$ cat src/rtl/htr_defs.svh
// Timing counts, command codes and link constants for the readout host.
// Assumes a 20 MHz core clock; every count is derived from that period.
`ifndef HTR_DEFS_SVH
`define HTR_DEFS_SVH

`define HTR_CLK_NS          50
`define HTR_SCK_HALF_NS     500
`define HTR_SCK_HALF_CYC \
  ((`HTR_SCK_HALF_NS + `HTR_CLK_NS - 1) / `HTR_CLK_NS)
`define HTR_POWERUP_MS      11
`define HTR_POWERUP_CYC \
  ((`HTR_POWERUP_MS * 1000000 + `HTR_CLK_NS - 1) / `HTR_CLK_NS)
`define HTR_SRST_MS         11
`define HTR_SRST_CYC \
  ((`HTR_SRST_MS * 1000000 + `HTR_CLK_NS - 1) / `HTR_CLK_NS)
`define HTR_CONV_MAX_MS     320
`define HTR_CONV_MAX_CYC \
  ((`HTR_CONV_MAX_MS * 1000000 + `HTR_CLK_NS - 1) / `HTR_CLK_NS)
`define HTR_MEAS_PERIOD_MS  1000
`define HTR_MEAS_PERIOD_CYC \
  ((`HTR_MEAS_PERIOD_MS * 1000000 + `HTR_CLK_NS - 1) / `HTR_CLK_NS)

`define HTR_ADDR            3'h0
`define HTR_OP_MEAS_TEMP    5'h03
`define HTR_OP_MEAS_HUM     5'h05
`define HTR_OP_STAT_READ    5'h07
`define HTR_OP_STAT_WRITE   5'h06
`define HTR_OP_SOFT_RESET   5'h1E
`define HTR_SLOT_ACK        4'h8

`endif

$ cat src/rtl/htr_pkg.sv
// Types shared by the readout host and its users.
// Assumes htr_defs.svh carries the numeric constants.
package htr_pkg;

  typedef enum logic [2:0] {
    HTR_MEAS_TEMP  = 3'h0,
    HTR_MEAS_HUM   = 3'h1,
    HTR_STAT_READ  = 3'h2,
    HTR_STAT_WRITE = 3'h3,
    HTR_SOFT_RESET = 3'h4,
    HTR_LINK_RESET = 3'h5
  } htr_op_type;

  typedef enum logic [3:0] {
    ST_POWERUP = 4'h0,
    ST_IDLE    = 4'h1,
    ST_START   = 4'h3,
    ST_TX      = 4'h2,
    ST_WAIT    = 4'h6,
    ST_RX      = 4'h7,
    ST_HOLD    = 4'h5,
    ST_LINKRST = 4'h4,
    ST_DONE    = 4'hC
  } htr_state_type;

endpackage

$ cat src/rtl/htr_host.sv
// Host controller for a two-wire humidity and temperature sensor.
// Assumes an external pull-up on the data wire; the clock pin is push-pull.
`timescale 1ns/1ps
`include "htr_defs.svh"

// Notes on behaviour
// - Host sets data while clock low, holds it stable while clock high.
// - Host only pulls data low or releases it, never drives it high.
// - Host waits at least 11 ms after power-up before any command.
// - Start: data falls with clock high, clock dips low once, data rises.
// - Command is three address bits 000 then five opcode bits.
// - Host waits at least 11 ms after a soft reset.
// - Host keeps clock still until it sees data-ready low.
// - Host acknowledges each received byte except the last by pulling data low.
// - Transfer ends after checksum, or after low byte with no ack.
// - Keep sensor active under 10 percent, about one measure a second.
// - Link recovery: nine clocks with data released, then back to idle; the next command sends the start.
module htr_host #(
  parameter int unsigned POWERUP_CYC     = `HTR_POWERUP_CYC,
  parameter int unsigned SRST_CYC        = `HTR_SRST_CYC,
  parameter int unsigned CONV_MAX_CYC    = `HTR_CONV_MAX_CYC,
  parameter int unsigned MEAS_PERIOD_CYC = `HTR_MEAS_PERIOD_CYC
) (
  // Clock and reset
  input  wire logic              core_clk,
  input  wire logic              srst,
  // Command request
  input  wire logic              cmd_valid,
  output logic                   cmd_ready,
  input  wire htr_pkg::htr_op_type cmd_op,
  input  wire logic [7:0]        cmd_wdata,
  input  wire logic              cmd_crc,
  // Response
  output logic                   rsp_valid,
  output logic                   rsp_err,
  output logic [15:0]            rsp_data,
  output logic [7:0]             rsp_crc,
  // Sensor pins
  output logic                   sck,
  input  wire logic              data_sense,
  output logic                   data_level,
  output logic                   data_oe
);
  import htr_pkg::*;

  localparam logic [3:0] HALF_LAST = 4'(`HTR_SCK_HALF_CYC - 1);
  localparam logic [3:0] DATA_MID  = 4'(`HTR_SCK_HALF_CYC / 2);

  htr_state_type state_q;
  htr_op_type    op_q;
  logic [3:0]    half_q;
  logic [3:0]    bit_q;
  logic [2:0]    step_q;
  logic [1:0]    byte_q;
  logic [1:0]    last_idx;
  logic [7:0]    shreg_q;
  logic [7:0]    wdata_q;
  logic [23:0]   rx_q;
  logic [31:0]   wait_q;
  logic [31:0]   gap_q;
  logic [31:0]   since_rst_q;
  logic          phase_q;
  logic          second_q;
  logic          crc_en_q;
  logic          err_q;
  logic          seen_high_q;
  logic          sck_q;
  logic          oe_q;
  logic          sync1_q;
  logic          data_s_q;
  logic          tick;
  logic          mid;
  logic          is_meas;

  function automatic logic [4:0] op_code(input htr_op_type op);
    unique case (op)
      HTR_MEAS_TEMP:  op_code = `HTR_OP_MEAS_TEMP;
      HTR_MEAS_HUM:   op_code = `HTR_OP_MEAS_HUM;
      HTR_STAT_READ:  op_code = `HTR_OP_STAT_READ;
      HTR_STAT_WRITE: op_code = `HTR_OP_STAT_WRITE;
      HTR_SOFT_RESET: op_code = `HTR_OP_SOFT_RESET;
      default:        op_code = 5'h00;
    endcase
  endfunction

  function automatic logic meas_op(input htr_op_type op);
    meas_op = (op == HTR_MEAS_TEMP) || (op == HTR_MEAS_HUM);
  endfunction

  assign tick     = (half_q == 4'h0);
  assign mid      = (half_q == DATA_MID) && !phase_q;
  assign is_meas  = meas_op(op_q);
  assign last_idx = (is_meas ? 2'h1 : 2'h0) + (crc_en_q ? 2'h1 : 2'h0);
  assign sck      = sck_q;
  assign data_oe  = oe_q;
  assign data_level = 1'b0;
  assign cmd_ready = (state_q == ST_IDLE) &&
                     ((gap_q == 32'h0) || !meas_op(cmd_op));

  // Two-stage synchroniser for the data pin.
  always_ff @(posedge core_clk) begin
    if (srst) begin
      sync1_q  <= 1'b1;
      data_s_q <= 1'b1;
    end else begin
      sync1_q  <= data_sense;
      data_s_q <= sync1_q;
    end
  end

  // Free-running half-period divider that paces the serial clock.
  always_ff @(posedge core_clk) begin
    if (srst || tick) begin
      half_q <= HALF_LAST;
    end else begin
      half_q <= half_q - 4'h1;
    end
  end

  // Long waits: power-up, conversion timeout and soft reset recovery.
  always_ff @(posedge core_clk) begin
    if (srst) begin
      wait_q <= 32'(POWERUP_CYC - 1);
    end else if (state_q == ST_TX) begin
      wait_q <= (op_q == HTR_SOFT_RESET) ? 32'(SRST_CYC - 1)
                                         : 32'(CONV_MAX_CYC - 1);
    end else if (wait_q != 32'h0) begin
      wait_q <= wait_q - 32'h1;
    end
  end

  // Spacing between measurement starts keeps self-heating low.
  always_ff @(posedge core_clk) begin
    if (srst) begin
      gap_q <= 32'h0;
    end else if (cmd_valid && cmd_ready && meas_op(cmd_op)) begin
      gap_q <= 32'(MEAS_PERIOD_CYC - 1);
    end else if (gap_q != 32'h0) begin
      gap_q <= gap_q - 32'h1;
    end
  end

  // Transfer sequencer.
  always_ff @(posedge core_clk) begin
    if (srst) begin
      state_q     <= ST_POWERUP;
      op_q        <= HTR_MEAS_TEMP;
      bit_q       <= 4'h0;
      step_q      <= 3'h0;
      byte_q      <= 2'h0;
      shreg_q     <= 8'h00;
      wdata_q     <= 8'h00;
      rx_q        <= 24'h00_0000;
      phase_q     <= 1'b0;
      second_q    <= 1'b0;
      crc_en_q    <= 1'b0;
      err_q       <= 1'b0;
      seen_high_q <= 1'b0;
      sck_q       <= 1'b0;
      oe_q        <= 1'b0;
    end else begin
      unique case (state_q)
        ST_POWERUP: begin
          if (wait_q == 32'h0) state_q <= ST_IDLE;
        end
        ST_IDLE: begin
          if (cmd_valid && cmd_ready) begin
            op_q     <= cmd_op;
            crc_en_q <= cmd_crc;
            wdata_q  <= cmd_wdata;
            shreg_q  <= {`HTR_ADDR, op_code(cmd_op)};
            err_q    <= 1'b0;
            rx_q     <= 24'h00_0000;
            second_q <= 1'b0;
            byte_q   <= 2'h0;
            bit_q    <= 4'h0;
            phase_q  <= 1'b0;
            step_q   <= 3'h0;
            state_q  <= (cmd_op == HTR_LINK_RESET) ? ST_LINKRST : ST_START;
          end
        end
        ST_START: begin
          if (tick) begin
            step_q <= step_q + 3'h1;
            unique case (step_q)
              3'h0: sck_q <= 1'b1;
              3'h1: oe_q  <= 1'b1;
              3'h2: sck_q <= 1'b0;
              3'h3: sck_q <= 1'b1;
              3'h4: oe_q  <= 1'b0;
              default: begin
                sck_q   <= 1'b0;
                state_q <= ST_TX;
              end
            endcase
          end
        end
        ST_TX: begin
          if (mid) begin
            // Data moves only in the middle of the low half.
            oe_q <= (bit_q != `HTR_SLOT_ACK) && !shreg_q[7];
          end else if (tick && !phase_q) begin
            sck_q   <= 1'b1;
            phase_q <= 1'b1;
          end else if (tick) begin
            sck_q   <= 1'b0;
            phase_q <= 1'b0;
            if (bit_q != `HTR_SLOT_ACK) begin
              shreg_q <= {shreg_q[6:0], 1'b0};
              bit_q   <= bit_q + 4'h1;
            end else begin
              bit_q <= 4'h0;
              if (data_s_q) begin
                err_q   <= 1'b1;
                state_q <= ST_DONE;
              end else if (op_q == HTR_STAT_WRITE && !second_q) begin
                second_q <= 1'b1;
                shreg_q  <= wdata_q;
              end else if (is_meas) begin
                seen_high_q <= 1'b0;
                state_q     <= ST_WAIT;
              end else if (op_q == HTR_STAT_READ) begin
                state_q <= ST_RX;
              end else if (op_q == HTR_SOFT_RESET) begin
                state_q <= ST_HOLD;
              end else begin
                state_q <= ST_DONE;
              end
            end
          end
        end
        ST_WAIT: begin
          // The ack low must clear before a low can mean data-ready.
          if (wait_q == 32'h0) begin
            err_q   <= 1'b1;
            state_q <= ST_DONE;
          end else if (data_s_q) begin
            seen_high_q <= 1'b1;
          end else if (seen_high_q) begin
            state_q <= ST_RX;
          end
        end
        ST_RX: begin
          if (mid) begin
            oe_q <= (bit_q == `HTR_SLOT_ACK) && (byte_q != last_idx);
          end else if (tick && !phase_q) begin
            sck_q   <= 1'b1;
            phase_q <= 1'b1;
          end else if (tick) begin
            sck_q   <= 1'b0;
            phase_q <= 1'b0;
            if (bit_q != `HTR_SLOT_ACK) begin
              rx_q  <= {rx_q[22:0], data_s_q};
              bit_q <= bit_q + 4'h1;
            end else begin
              bit_q <= 4'h0;
              if (byte_q == last_idx) begin
                state_q <= ST_DONE;
              end else begin
                byte_q <= byte_q + 2'h1;
              end
            end
          end
        end
        ST_HOLD: begin
          if (wait_q == 32'h0) state_q <= ST_DONE;
        end
        ST_LINKRST: begin
          if (tick && !phase_q) begin
            sck_q   <= 1'b1;
            phase_q <= 1'b1;
          end else if (tick) begin
            sck_q   <= 1'b0;
            phase_q <= 1'b0;
            if (bit_q == `HTR_SLOT_ACK) begin
              bit_q   <= 4'h0;
              state_q <= ST_DONE;
            end else begin
              bit_q <= bit_q + 4'h1;
            end
          end
        end
        ST_DONE: begin
          oe_q    <= 1'b0;
          state_q <= ST_IDLE;
        end
        default: state_q <= ST_IDLE;
      endcase
    end
  end

  // Response capture; the result is right-justified as received.
  always_ff @(posedge core_clk) begin
    if (srst) begin
      rsp_valid <= 1'b0;
      rsp_err   <= 1'b0;
      rsp_data  <= 16'h0000;
      rsp_crc   <= 8'h00;
    end else begin
      rsp_valid <= (state_q == ST_DONE);
      if (state_q == ST_DONE) begin
        rsp_err <= err_q;
        rsp_crc <= crc_en_q ? rx_q[7:0] : 8'h00;
        if (is_meas) begin
          rsp_data <= crc_en_q ? rx_q[23:8] : rx_q[15:0];
        end else if (op_q == HTR_STAT_READ) begin
          rsp_data <= {8'h00, crc_en_q ? rx_q[15:8] : rx_q[7:0]};
        end else begin
          rsp_data <= 16'h0000;
        end
      end
    end
  end

  // Cycles since reset, read only by the checks below.
  always_ff @(posedge core_clk) begin
    if (srst) begin
      since_rst_q <= 32'h0;
    end else if (since_rst_q != 32'hFFFF_FFFF) begin
      since_rst_q <= since_rst_q + 32'h1;
    end
  end
endmodule // htr_host

$ cat config.mk
export PLATFORM = sky130hd
export DESIGN_NAME = htr_host
export DESIGN_NICKNAME = d
export VERILOG_FILES = /design/src/rtl/htr_pkg.sv /design/src/rtl/htr_host.sv
export VERILOG_INCLUDE_DIRS = /design/src /design/src/rtl
export SDC_FILE = /design/constraint.sdc
export NUM_CORES = 1
export LEC_CHECK = 0
export BUFFER_PORTS_ARGS = -buffer_cell sky130_fd_sc_hd__buf_2
export CELL_PAD_IN_SITES_DETAIL_PLACEMENT = 0
export CELL_PAD_IN_SITES_GLOBAL_PLACEMENT = 2
export CORE_UTILIZATION = 37
export CTS_CLUSTER_DIAMETER = 120
export DETAILED_ROUTE_END_ITERATION = 16
export PLACE_DENSITY_LB_ADDON = 0.1
export SLEW_MARGIN = 20
export SYNTH_ARGS = -nofsm -noshare
export SYNTH_HDL_FRONTEND = slang
export SYNTH_SLANG_ARGS = --single-unit
$ cat constraint.sdc
create_clock -name core_clk -period 3.35 [get_ports core_clk]
set_clock_uncertainty 0.1 [all_clocks]
set_input_delay 0.335 -clock core_clk [delete_from_list [all_inputs] [get_ports core_clk]]
set_output_delay 0.335 -clock core_clk [all_outputs]
set_load 0.005 [all_outputs]
==> results of run 1 <==
==> cell usage in the layout (no fill, tap or decap), types with 26 or more instances in the layout <==
cell type / instances
buf_4: 31
nand2_1: 118
xnor2_1: 26
buf_2: 43
nor3_1: 53
nor2_1: 101
a21oi_1: 103
nand3_1: 61
dfxtp_1: 159
mux2i_1: 28
==> flip-flops by register name, indices dropped and copies added, names as in the netlist, 4 cells and up, named ones only <==
signal and flops:
wdata_q 8, rx_q 24, half_q 4, bit_q 4
gap_q 32, rsp_data 16, wait_q 32, rsp_crc 8
shreg_q 8, state_q 4
==> timing repair <==
item	4_1_cts	5_1_grt
hold buffers	1	0
gates resized for setup	0	0
endpoints found under the hold margin	1	0
setup buffers	0	0
==> worst max-delay path, delay by kind of cell (launching register included) <==
kind,cells,cell delay [ns]
and+or+nand+nor,3,1.33
AOI/OAI and AO/OA,1,0.37
DFF,1,0.36
buffers and inverters,1,0.16
==> power by group through the flow <==
stage	Clock [uW]	Combinational (uW)	Sequential (uW)
after floorplan	0	1450	2240
after global placement	0	1860	2300
after detailed placement	0	1860	2300
after CTS	2010	1870	2250
after global routing	2080	2090	2290
final	1960	1850	2260
==> layer usage <==
| layer | vias up | GRT usage (%) | share of wire [%] |
|---|---|---|---|
| met5 | - | 0 | 0 |
| met4 | 0 | 4.794 | 0.63 |
| met3 | 11 | 3.385 | 2.2 |
| met2 | 75 | 33.33 | 48 |
| met1 | 3212 | 27.70 | 49 |
| li1 | 3541 | - | - |
==> layout make-up <==
cell class	count	area share, %
Clock buffer	19	4.939
Clock inverter	13	1.604
Inverter	22	0.9208
Multi-Input combinational cell	738	48.17
Sequential cell	159	35.49
Tap cell	270	3.767
Timing Repair Buffer	75	5.106
==> logic make-up after synthesis <==
kind of cell	Yosys count	synth area share (%)
and+or+nand+nor	453	28.99
AOI/OAI and AO/OA	192	14.61
DFF	159	40.76
buffers and inverters	82	4.134
xor gates and xnor gates	49	5.496
muxes	30	3.878
adders and majority gates	13	2.083
other	1	0.04802
==> per-stage QoR <==
stage / total power, uW / instance area (sq um) / std cells
6_report: 6066 / 8969 / 1296
3_3_place_gp: 4154 / 8372 / 1263
3_5_place_dp: 4153 / 8372 / 1263
2_1_floorplan: 3690 / 7809 / 979
5_1_grt: 6467 / 8969 / 1296
4_1_cts: 6139 / 8969 / 1296
==> worst min path at each step <==
| stage | from | depth (start not counted) | endpoint |
|---|---|---|---|
| after floorplan | sync1_q | 1 | data_s_q |
| after global placement | sync1_q | 1 | data_s_q |
| after detailed placement | sync1_q | 1 | data_s_q |
| after CTS | cmd_wdata[0] | 3 | wdata_q[0] |
| after global routing | cmd_wdata[3] | 3 | wdata_q[3] |
| final | cmd_wdata[0] | 3 | wdata_q[0] |
==> impl_metrics.tcl, run 1 <==
set metrics [dict create \
    p_seq_share_pct 37.2 \
    layout_setup_ws_ns 0.2773 \
    finalWirelength_um 21090 \
    p_int_uw 3852 \
    grt_pass1_vias 6651 \
    relSlewSlack_pct 46.36 \
    syn_to_final_growth_pct 14.85 \
    die_x_um 147.3 \
    num_rows 52 \
    utilization_pct 43.90 \
    final-setup-viol-count 0 \
    min_period_ns 3.073 \
    r2r-end "state_q[2]" \
    grt_max_degree 54 \
    vias_per_cell 5.277 \
    holdCritPathClass "in -> reg" \
    timing_hold_violations_final 0 \
    drc 0 \
    synth_most_common_cell "dfxtp_1" \
    r2r_setup_slack_ns 0.29 \
    dieArea_sq_um 21690 \
    synth_top_area_share_pct 40.76 \
    drt_iter0_markers 358 \
    syn_inst 979 \
    max_freq_ghz 0.3254 \
    coreArea_sq_um 20430 \
    worst-path-max-fanout 6 \
    rsz0062_at_grt "false" \
    crit_required_ns 2.91 \
    overflow 0 \
    path_cells "or4_4 > nor4_1 > a41oi_1 > nor2_1 > buf_2" \
    cpPeakStageDelay_ns 0.58 \
    vias 6839 \
    multi_input_comb_area_sq_um 4320 \
    synth-edff-count 0 \
    async_reset_ff_share_pct 0 \
    portBuffers 44 \
    grt_pass1_wl_um 35370 \
    whs_ns 0.04142 \
    syn_area_sq_um 7809 \
    cts_buffers 17 \
    crit_path_top_delay_cell "or4_4" \
    p_switching_uw 2214 \
    end_kind "output port" \
    die_h_um 147.3 \
    p_leak_uw 0.003161 \
    pwr_density_cell_nw_per_um2 676.4 \
    maxSlewViolCount 0 \
    syn_nets 1008 \
    min_period_over_period_pct 91.72 \
    antenna_found_initial 0 \
    critical_path_class "reg -> out" \
    seq_area_sq_um 3183 \
    yosys_warnings 0 \
    first_pass_iters 4 \
    yosys-top-cells-count "159 x dfxtp_1, 118 x nand2_1, 103 x a21oi_1" \
    crit_path_end "cmd_ready" \
    fin_nets 1042 \
    dp_hpwl_um 14250 \
    avgSynthCellArea_sq_um 7.976 \
    diodes 0 \
    setup-tns-final_ns 0 \
    crit_path_start_kind "flip-flop" \
    root_buffer "clkbuf_16" \
    reg2reg_from "half_q[0]" \
    clockPowerShare_pct 32.2 \
    peakVddDrop_mv 0.4443 \
    combPwrFrac_pct 30.5 \
    routedWlPerCell_um 16.27 \
    synth_flop_cell "dfxtp_1" \
    drive_gt1_share_pct 13.16 \
    cts_tree "built" \
    ys_ff_latch 159 \
    cts_buffer_depth 2 \
    dpl_worst_slack_ns 0.2908 \
    start_util_pct 38.22 \
    cts.sinks 159 \
    synth_top_area_cell "dfxtp_1" \
    worstPathArrival_ns 2.64 \
    swShare_pct 36.50 \
    yosysSeqAreaShare_pct 40.76 \
    ys_top_cells_by_area "dfxtp_1 41%, a21oi_1 6.6%, nand2_1 5.7%" \
    place.gp.congestion 0.7829 \
    io_pins 46 \
    yosysUniqueCellTypes 69 \
    clkLatencyLatePin_ns 0.43 \
    postRouteAntennaNets 0 \
    track_usage_pct 20.31 \
    h-tree-depth 4 \
    crit_start "gap_q[22]" \
    nFillCells 2163 \
    outcome "completed" \
    reg2reg_depth 10 \
    worstMarginPinSlew_ns 0.8035 \
    path_clk_slew_ns 0.07 \
    drv_cap 0 \
]
Note: power is estimated with default switching activity, not from simulation.
==> run 2: changes to the inputs <==
- PLACE_DENSITY: not set -> 0.79
- PLACE_DENSITY_LB_ADDON: 0.1 -> not set
==> impl_metrics.tcl, run 2 (same netlist as run 1, synthesis figures left out) <==
set metrics [dict create \
    timing_hold_violations_final 0 \
    cts.sinks 159 \
    multi_input_comb_area_sq_um 4333 \
    path_cells "or4_4 > or4_4 > o41ai_2 > nand2_1 > nand2_1 > a311oi_1" \
    drc 0 \
    first_pass_iters 5 \
    nFillCells 2070 \
    layout_setup_ws_ns 0.3218 \
    max_freq_ghz 0.3302 \
    path_clk_slew_ns 0.07 \
    vias 6878 \
    whs_ns 0.04514 \
    worstHoldEndpoint "wdata_q[5]" \
    cts_tree "built" \
    crit_required_ns 3.54 \
    drv_cap 0 \
    seq_area_sq_um 3183 \
    dp_hpwl_um 13660 \
    root_buffer "clkbuf_16" \
    outcome "completed" \
    postCtsSetupBuffers 0 \
    antenna_found_initial 1 \
    io_pins 46 \
    start_util_pct 38.22 \
    track_usage_pct 19.65 \
    cpPeakStageDelay_ns 0.59 \
    grt_max_degree 71 \
    final_cell_area_sq_um 8955 \
    p_leak_uw 0.003149 \
    routedWlPerCell_um 15.70 \
    crit_path_start_kind "flip-flop" \
    reg2reg_from "gap_q[22]" \
    die_x_um 147.3 \
    r2r_setup_slack_ns 0.32 \
    top_regs "gap_q: 32 flops, wait_q: 32 flops, rx_q: 24 flops" \
    cts_buffers 17 \
    portBuffers 44 \
    coreArea_sq_um 20430 \
    place.gp.congestion 0.7655 \
    min_period_over_period_pct 90.39 \
    crit_path_top_delay_cell "o41ai_2" \
    placed_area_sq_um 8354 \
    clkLatencyLatePin_ns 0.43 \
    postRouteAntennaNets 0 \
    min_path_cells 3 \
    die_h_um 147.3 \
    wl_met2_um 9393 \
    syn_to_final_growth_pct 14.68 \
    overflow 0 \
    mostFrequentLayoutCell "dfxtp_1" \
    peakVddDrop_mv 0.4181 \
    mostFrequentLayoutCells "159 x dfxtp_1, 118 x nand2_1, 103 x a21oi_1, 101 x nor2_1, 60 x nand3_1" \
    holdCritPathClass "in -> reg" \
    min_period_ns 3.028 \
    maxSlewViolCount 0 \
    path_buf_inv 0 \
    h-tree-depth 4 \
    r2r-end "byte_q[1]" \
    routed.top_layer "met4" \
    end_kind "flip-flop" \
    vias_per_cell 5.315 \
    drive_gt1_share_pct 13.20 \
    relSlewSlack_pct 47.13 \
    wl_met3_um 700 \
    grt_pass1_vias 6663 \
    reg2reg_depth 6 \
    grt_pass1_wl_um 34110 \
    setup-tns-final_ns 0 \
    final-setup-viol-count 0 \
    worstMarginPinSlew_ns 0.7931 \
    rsz0062_at_grt "false" \
    dpl_worst_slack_ns 0.2256 \
    met1_length_um 9941 \
    fin_nets 1039 \
    dieArea_sq_um 21690 \
    worstPathArrival_ns 3.22 \
    hp-start "cmd_wdata[5]" \
    path_delay_family "simple AND/OR/NAND/NOR gates" \
    pwr_density_cell_nw_per_um2 674.4 \
    finalWirelength_um 20310 \
    cts_buffer_depth 2 \
    worst-path-max-fanout 11 \
    critical_path_class "reg -> reg" \
    drt_iter0_markers 382 \
    num_rows 52 \
]
run 2: worst max-delay path by stage:
| stage | start | to | slack (ns) | cells past startpoint |
|---|---|---|---|---|
| floorplan | half_q[0] | state_q[2] | 0.38 | 11 |
| global placement | half_q[0] | state_q[2] | 0.32 | 10 |
| detailed placement | half_q[0] | state_q[2] | 0.23 | 10 |
| CTS | half_q[0] | state_q[2] | 0.21 | 10 |
| global route | gap_q[22] | cmd_ready | 0.02 | 5 |
| finish | gap_q[22] | byte_q[1] | 0.32 | 6 |
run 2: tightest hold or removal path: stages:
cell     delay (ns)
buf_2          0.09
nand2_1        0.04
a21oi_1        0.05
run 2: per-stage QoR:
step           total power, uW  std cells  utilization (%)
2_1_floorplan             3690        979                -
3_3_place_gp              4170       1260            40.89
3_5_place_dp              4151       1260            40.89
4_1_cts                   6110       1293            43.78
5_1_grt                   6463       1293            43.82
6_report                  6039       1294            43.83
run 2: what timing repair did:
| item | in CTS | in global routing |
|---|---|---|
| endpoints found under the setup margin | 0 | 1 |
| gates resized for setup | 0 | 2 |
| hold buffers | 1 | 0 |
| hold endpoints to repair | 1 | 0 |
run 2: area by class of cell:
type | instances | share of cell area [%]
repair buffers | 72 | 4.862
flip-flops and latches | 159 | 35.55
clock buffers | 18 | 4.904
diodes | 1 | 0.02794
well taps | 270 | 3.773
clock inverters | 14 | 1.579
multi-input cells | 738 | 48.39
inverters | 22 | 0.9222
run 2: report_power, final:
| part | total [uW] | internal (uW) | switching [uW] |
|---|---|---|---|
| Combinational | 1850 | 722 | 1130 |
| Sequential | 2260 | 2070 | 191 |
| Clock | 1930 | 1020 | 912 |
| Total | 6040 | 3810 | 2230 |
run 2: layer usage:
metal,global-route usage (%),vias up
li1,-,3552
met1,26.00,3214
met2,31.84,97
met3,4.472,15
met4,5.670,0
met5,0,-
==> run 3: changes to the inputs <==
--- a/constraint.sdc
+++ b/constraint.sdc
@@ -4,2 +4,2 @@
 set_output_delay 0.335 -clock core_clk [all_outputs]
-set_load 0.005 [all_outputs]
+set_load 0.1 [all_outputs]
==> impl_metrics.tcl, run 3 (same netlist as run 1, synthesis figures left out) <==
set metrics [dict create \
    grt_max_degree 64 \
    holdCritPathClass "in -> reg" \
    root_buffer "clkbuf_16" \
    r2r-end "state_q[2]" \
    cpPeakStageDelay_ns 0.59 \
    routedWlPerCell_um 15.70 \
    peakVddDrop_mv 0.4656 \
    drive_gt1_share_pct 13.45 \
    coreArea_sq_um 20430 \
    track_usage_pct 19.36 \
    place.gp.congestion 0.7566 \
    final-setup-viol-count 0 \
    mostFrequentLayoutCells "159 x dfxtp_1, 118 x nand2_1, 103 x a21oi_1, 101 x nor2_1, 60 x nand3_1" \
    p_leak_uw 0.003155 \
    worstHoldEndpoint "wdata_q[1]" \
    outcome "completed" \
    portBuffers 44 \
    dieArea_sq_um 21690 \
    multi_input_comb_area_sq_um 4337 \
    die_h_um 147.3 \
    crit_path_start_kind "flip-flop" \
    postRouteAntennaNets 0 \
    grt_pass1_vias 6612 \
    io_pins 46 \
    drv_cap 0 \
    stdcell_count 1297 \
    overflow 0 \
    path_clk_slew_ns 0.08 \
    end_kind "output port" \
    min_period_over_period_pct 91.73 \
    cts_buffers 17 \
    layout_setup_ws_ns 0.2771 \
    setup-tns-final_ns 0 \
    path_cells "or4_4 > nor4_2 > a41oi_1 > nor2_1 > clkbuf_4" \
    crit_required_ns 2.91 \
    dp_hpwl_um 13830 \
    cts_tree "built" \
    min_period_ns 3.073 \
    clkLatencyLatePin_ns 0.43 \
    reg2reg_depth 10 \
    hp-start "cmd_wdata[1]" \
    worst-path-max-fanout 6 \
    min_path_cells 3 \
    worstMarginPinSlew_ns 0.7375 \
    mostFrequentLayoutCell "dfxtp_1" \
    pwr_density_cell_nw_per_um2 678.5 \
    dpl.cell_count 1263 \
    relSlewSlack_pct 50.46 \
    crit_path_top_delay_cell "or4_4" \
    die_x_um 147.3 \
    path_delay_family "simple AND/OR/NAND/NOR gates" \
    h-tree-depth 4 \
    maxSlewViolCount 0 \
    dpl_worst_slack_ns 0.2448 \
    drt_iter0_markers 346 \
    antenna_found_initial 1 \
    cts_buffer_depth 2 \
    grt_pass1_wl_um 33890 \
    vias_per_cell 5.256 \
    r2r_setup_slack_ns 0.28 \
    max_freq_ghz 0.3254 \
    syn_to_final_growth_pct 14.97 \
    start_util_pct 38.22 \
    timing_hold_violations_final 0 \
    seq_area_sq_um 3183 \
    top_regs "gap_q: 32 flops, wait_q: 32 flops, rx_q: 24 flops" \
    worstPathArrival_ns 2.64 \
    first_pass_iters 5 \
    num_rows 52 \
    nFillCells 2101 \
    finalWirelength_um 20360 \
    drc 0 \
    cts.sinks 159 \
    path_buf_inv 1 \
    reg2reg_from "half_q[0]" \
    rsz0062_at_grt "false" \
    vias 6817 \
    critical_path_class "reg -> out" \
    fin_nets 1042 \
]
-- run 3: where the power goes --
| part | total [uW] | switching [uW] | internal [uW] |
|---|---|---|---|
| Combinational | 1940 | 1190 | 755 |
| Clock | 1900 | 904 | 994 |
| Sequential | 2250 | 182 | 2070 |
| Total | 6090 | 2270 | 3820 |
-- run 3: final cells by class --
type	instances	share of cell area, %
Inverter	22	0.9199
Tap cell	270	3.763
Antenna cell	1	0.02787
Sequential cell	159	35.46
Timing Repair Buffer	75	5.129
Clock inverter	14	1.617
Multi-Input combinational cell	738	48.31
Clock buffer	18	4.780
-- run 3: worst max-delay path by stage --
stage	from	to	slack, ns	cells after the start
final	gap_q[22]	cmd_ready	0.28	5
after global routing	half_q[0]	state_q[2]	0.08	10
after CTS	gap_q[22]	cmd_ready	0.0005	5
after detailed placement	half_q[0]	state_q[2]	0.24	10
after global placement	half_q[0]	state_q[2]	0.32	10
after floorplan	gap_q[22]	cmd_ready	0.08	4
-- run 3: timing repair --
item / 4_1_cts / 5_1_grt
endpoints found under the hold margin: 1 / 0
gates resized for setup: 0 / 3
endpoints found under the setup margin: 0 / 2
hold buffers: 1 / 0
buffers inserted: 0 / 0
-- run 3: worst register-to-register path, delay by kind of cell, from the launching register on --
family / cells / cell delay, ns
fa+ha+maj: 2 / 0.48
compound gates: 3 / 0.71
simple gates: 3 / 1.10
buf+inv: 2 / 0.20
flops: 1 / 0.40
-- run 3: layer usage --
metal | share of wire (%) | track usage, %
met5 | 0 | 0
met4 | 0.74 | 4.536
met3 | 3.6 | 4.783
met2 | 47 | 31.93
met1 | 49 | 25.34
-- run 3: per-stage QoR --
step	utilization, %	power, uW	cell area (sq um)	hold slack [ns]
floorplan	-	3724	7809	0.2895
global placement	41.00	4226	8377	0.3034
detailed placement	41.00	4211	8377	0.3021
CTS	43.86	6140	8961	0.02887
global route	43.93	6491	8975	0.03135
finish	43.94	6092	8977	0.04376
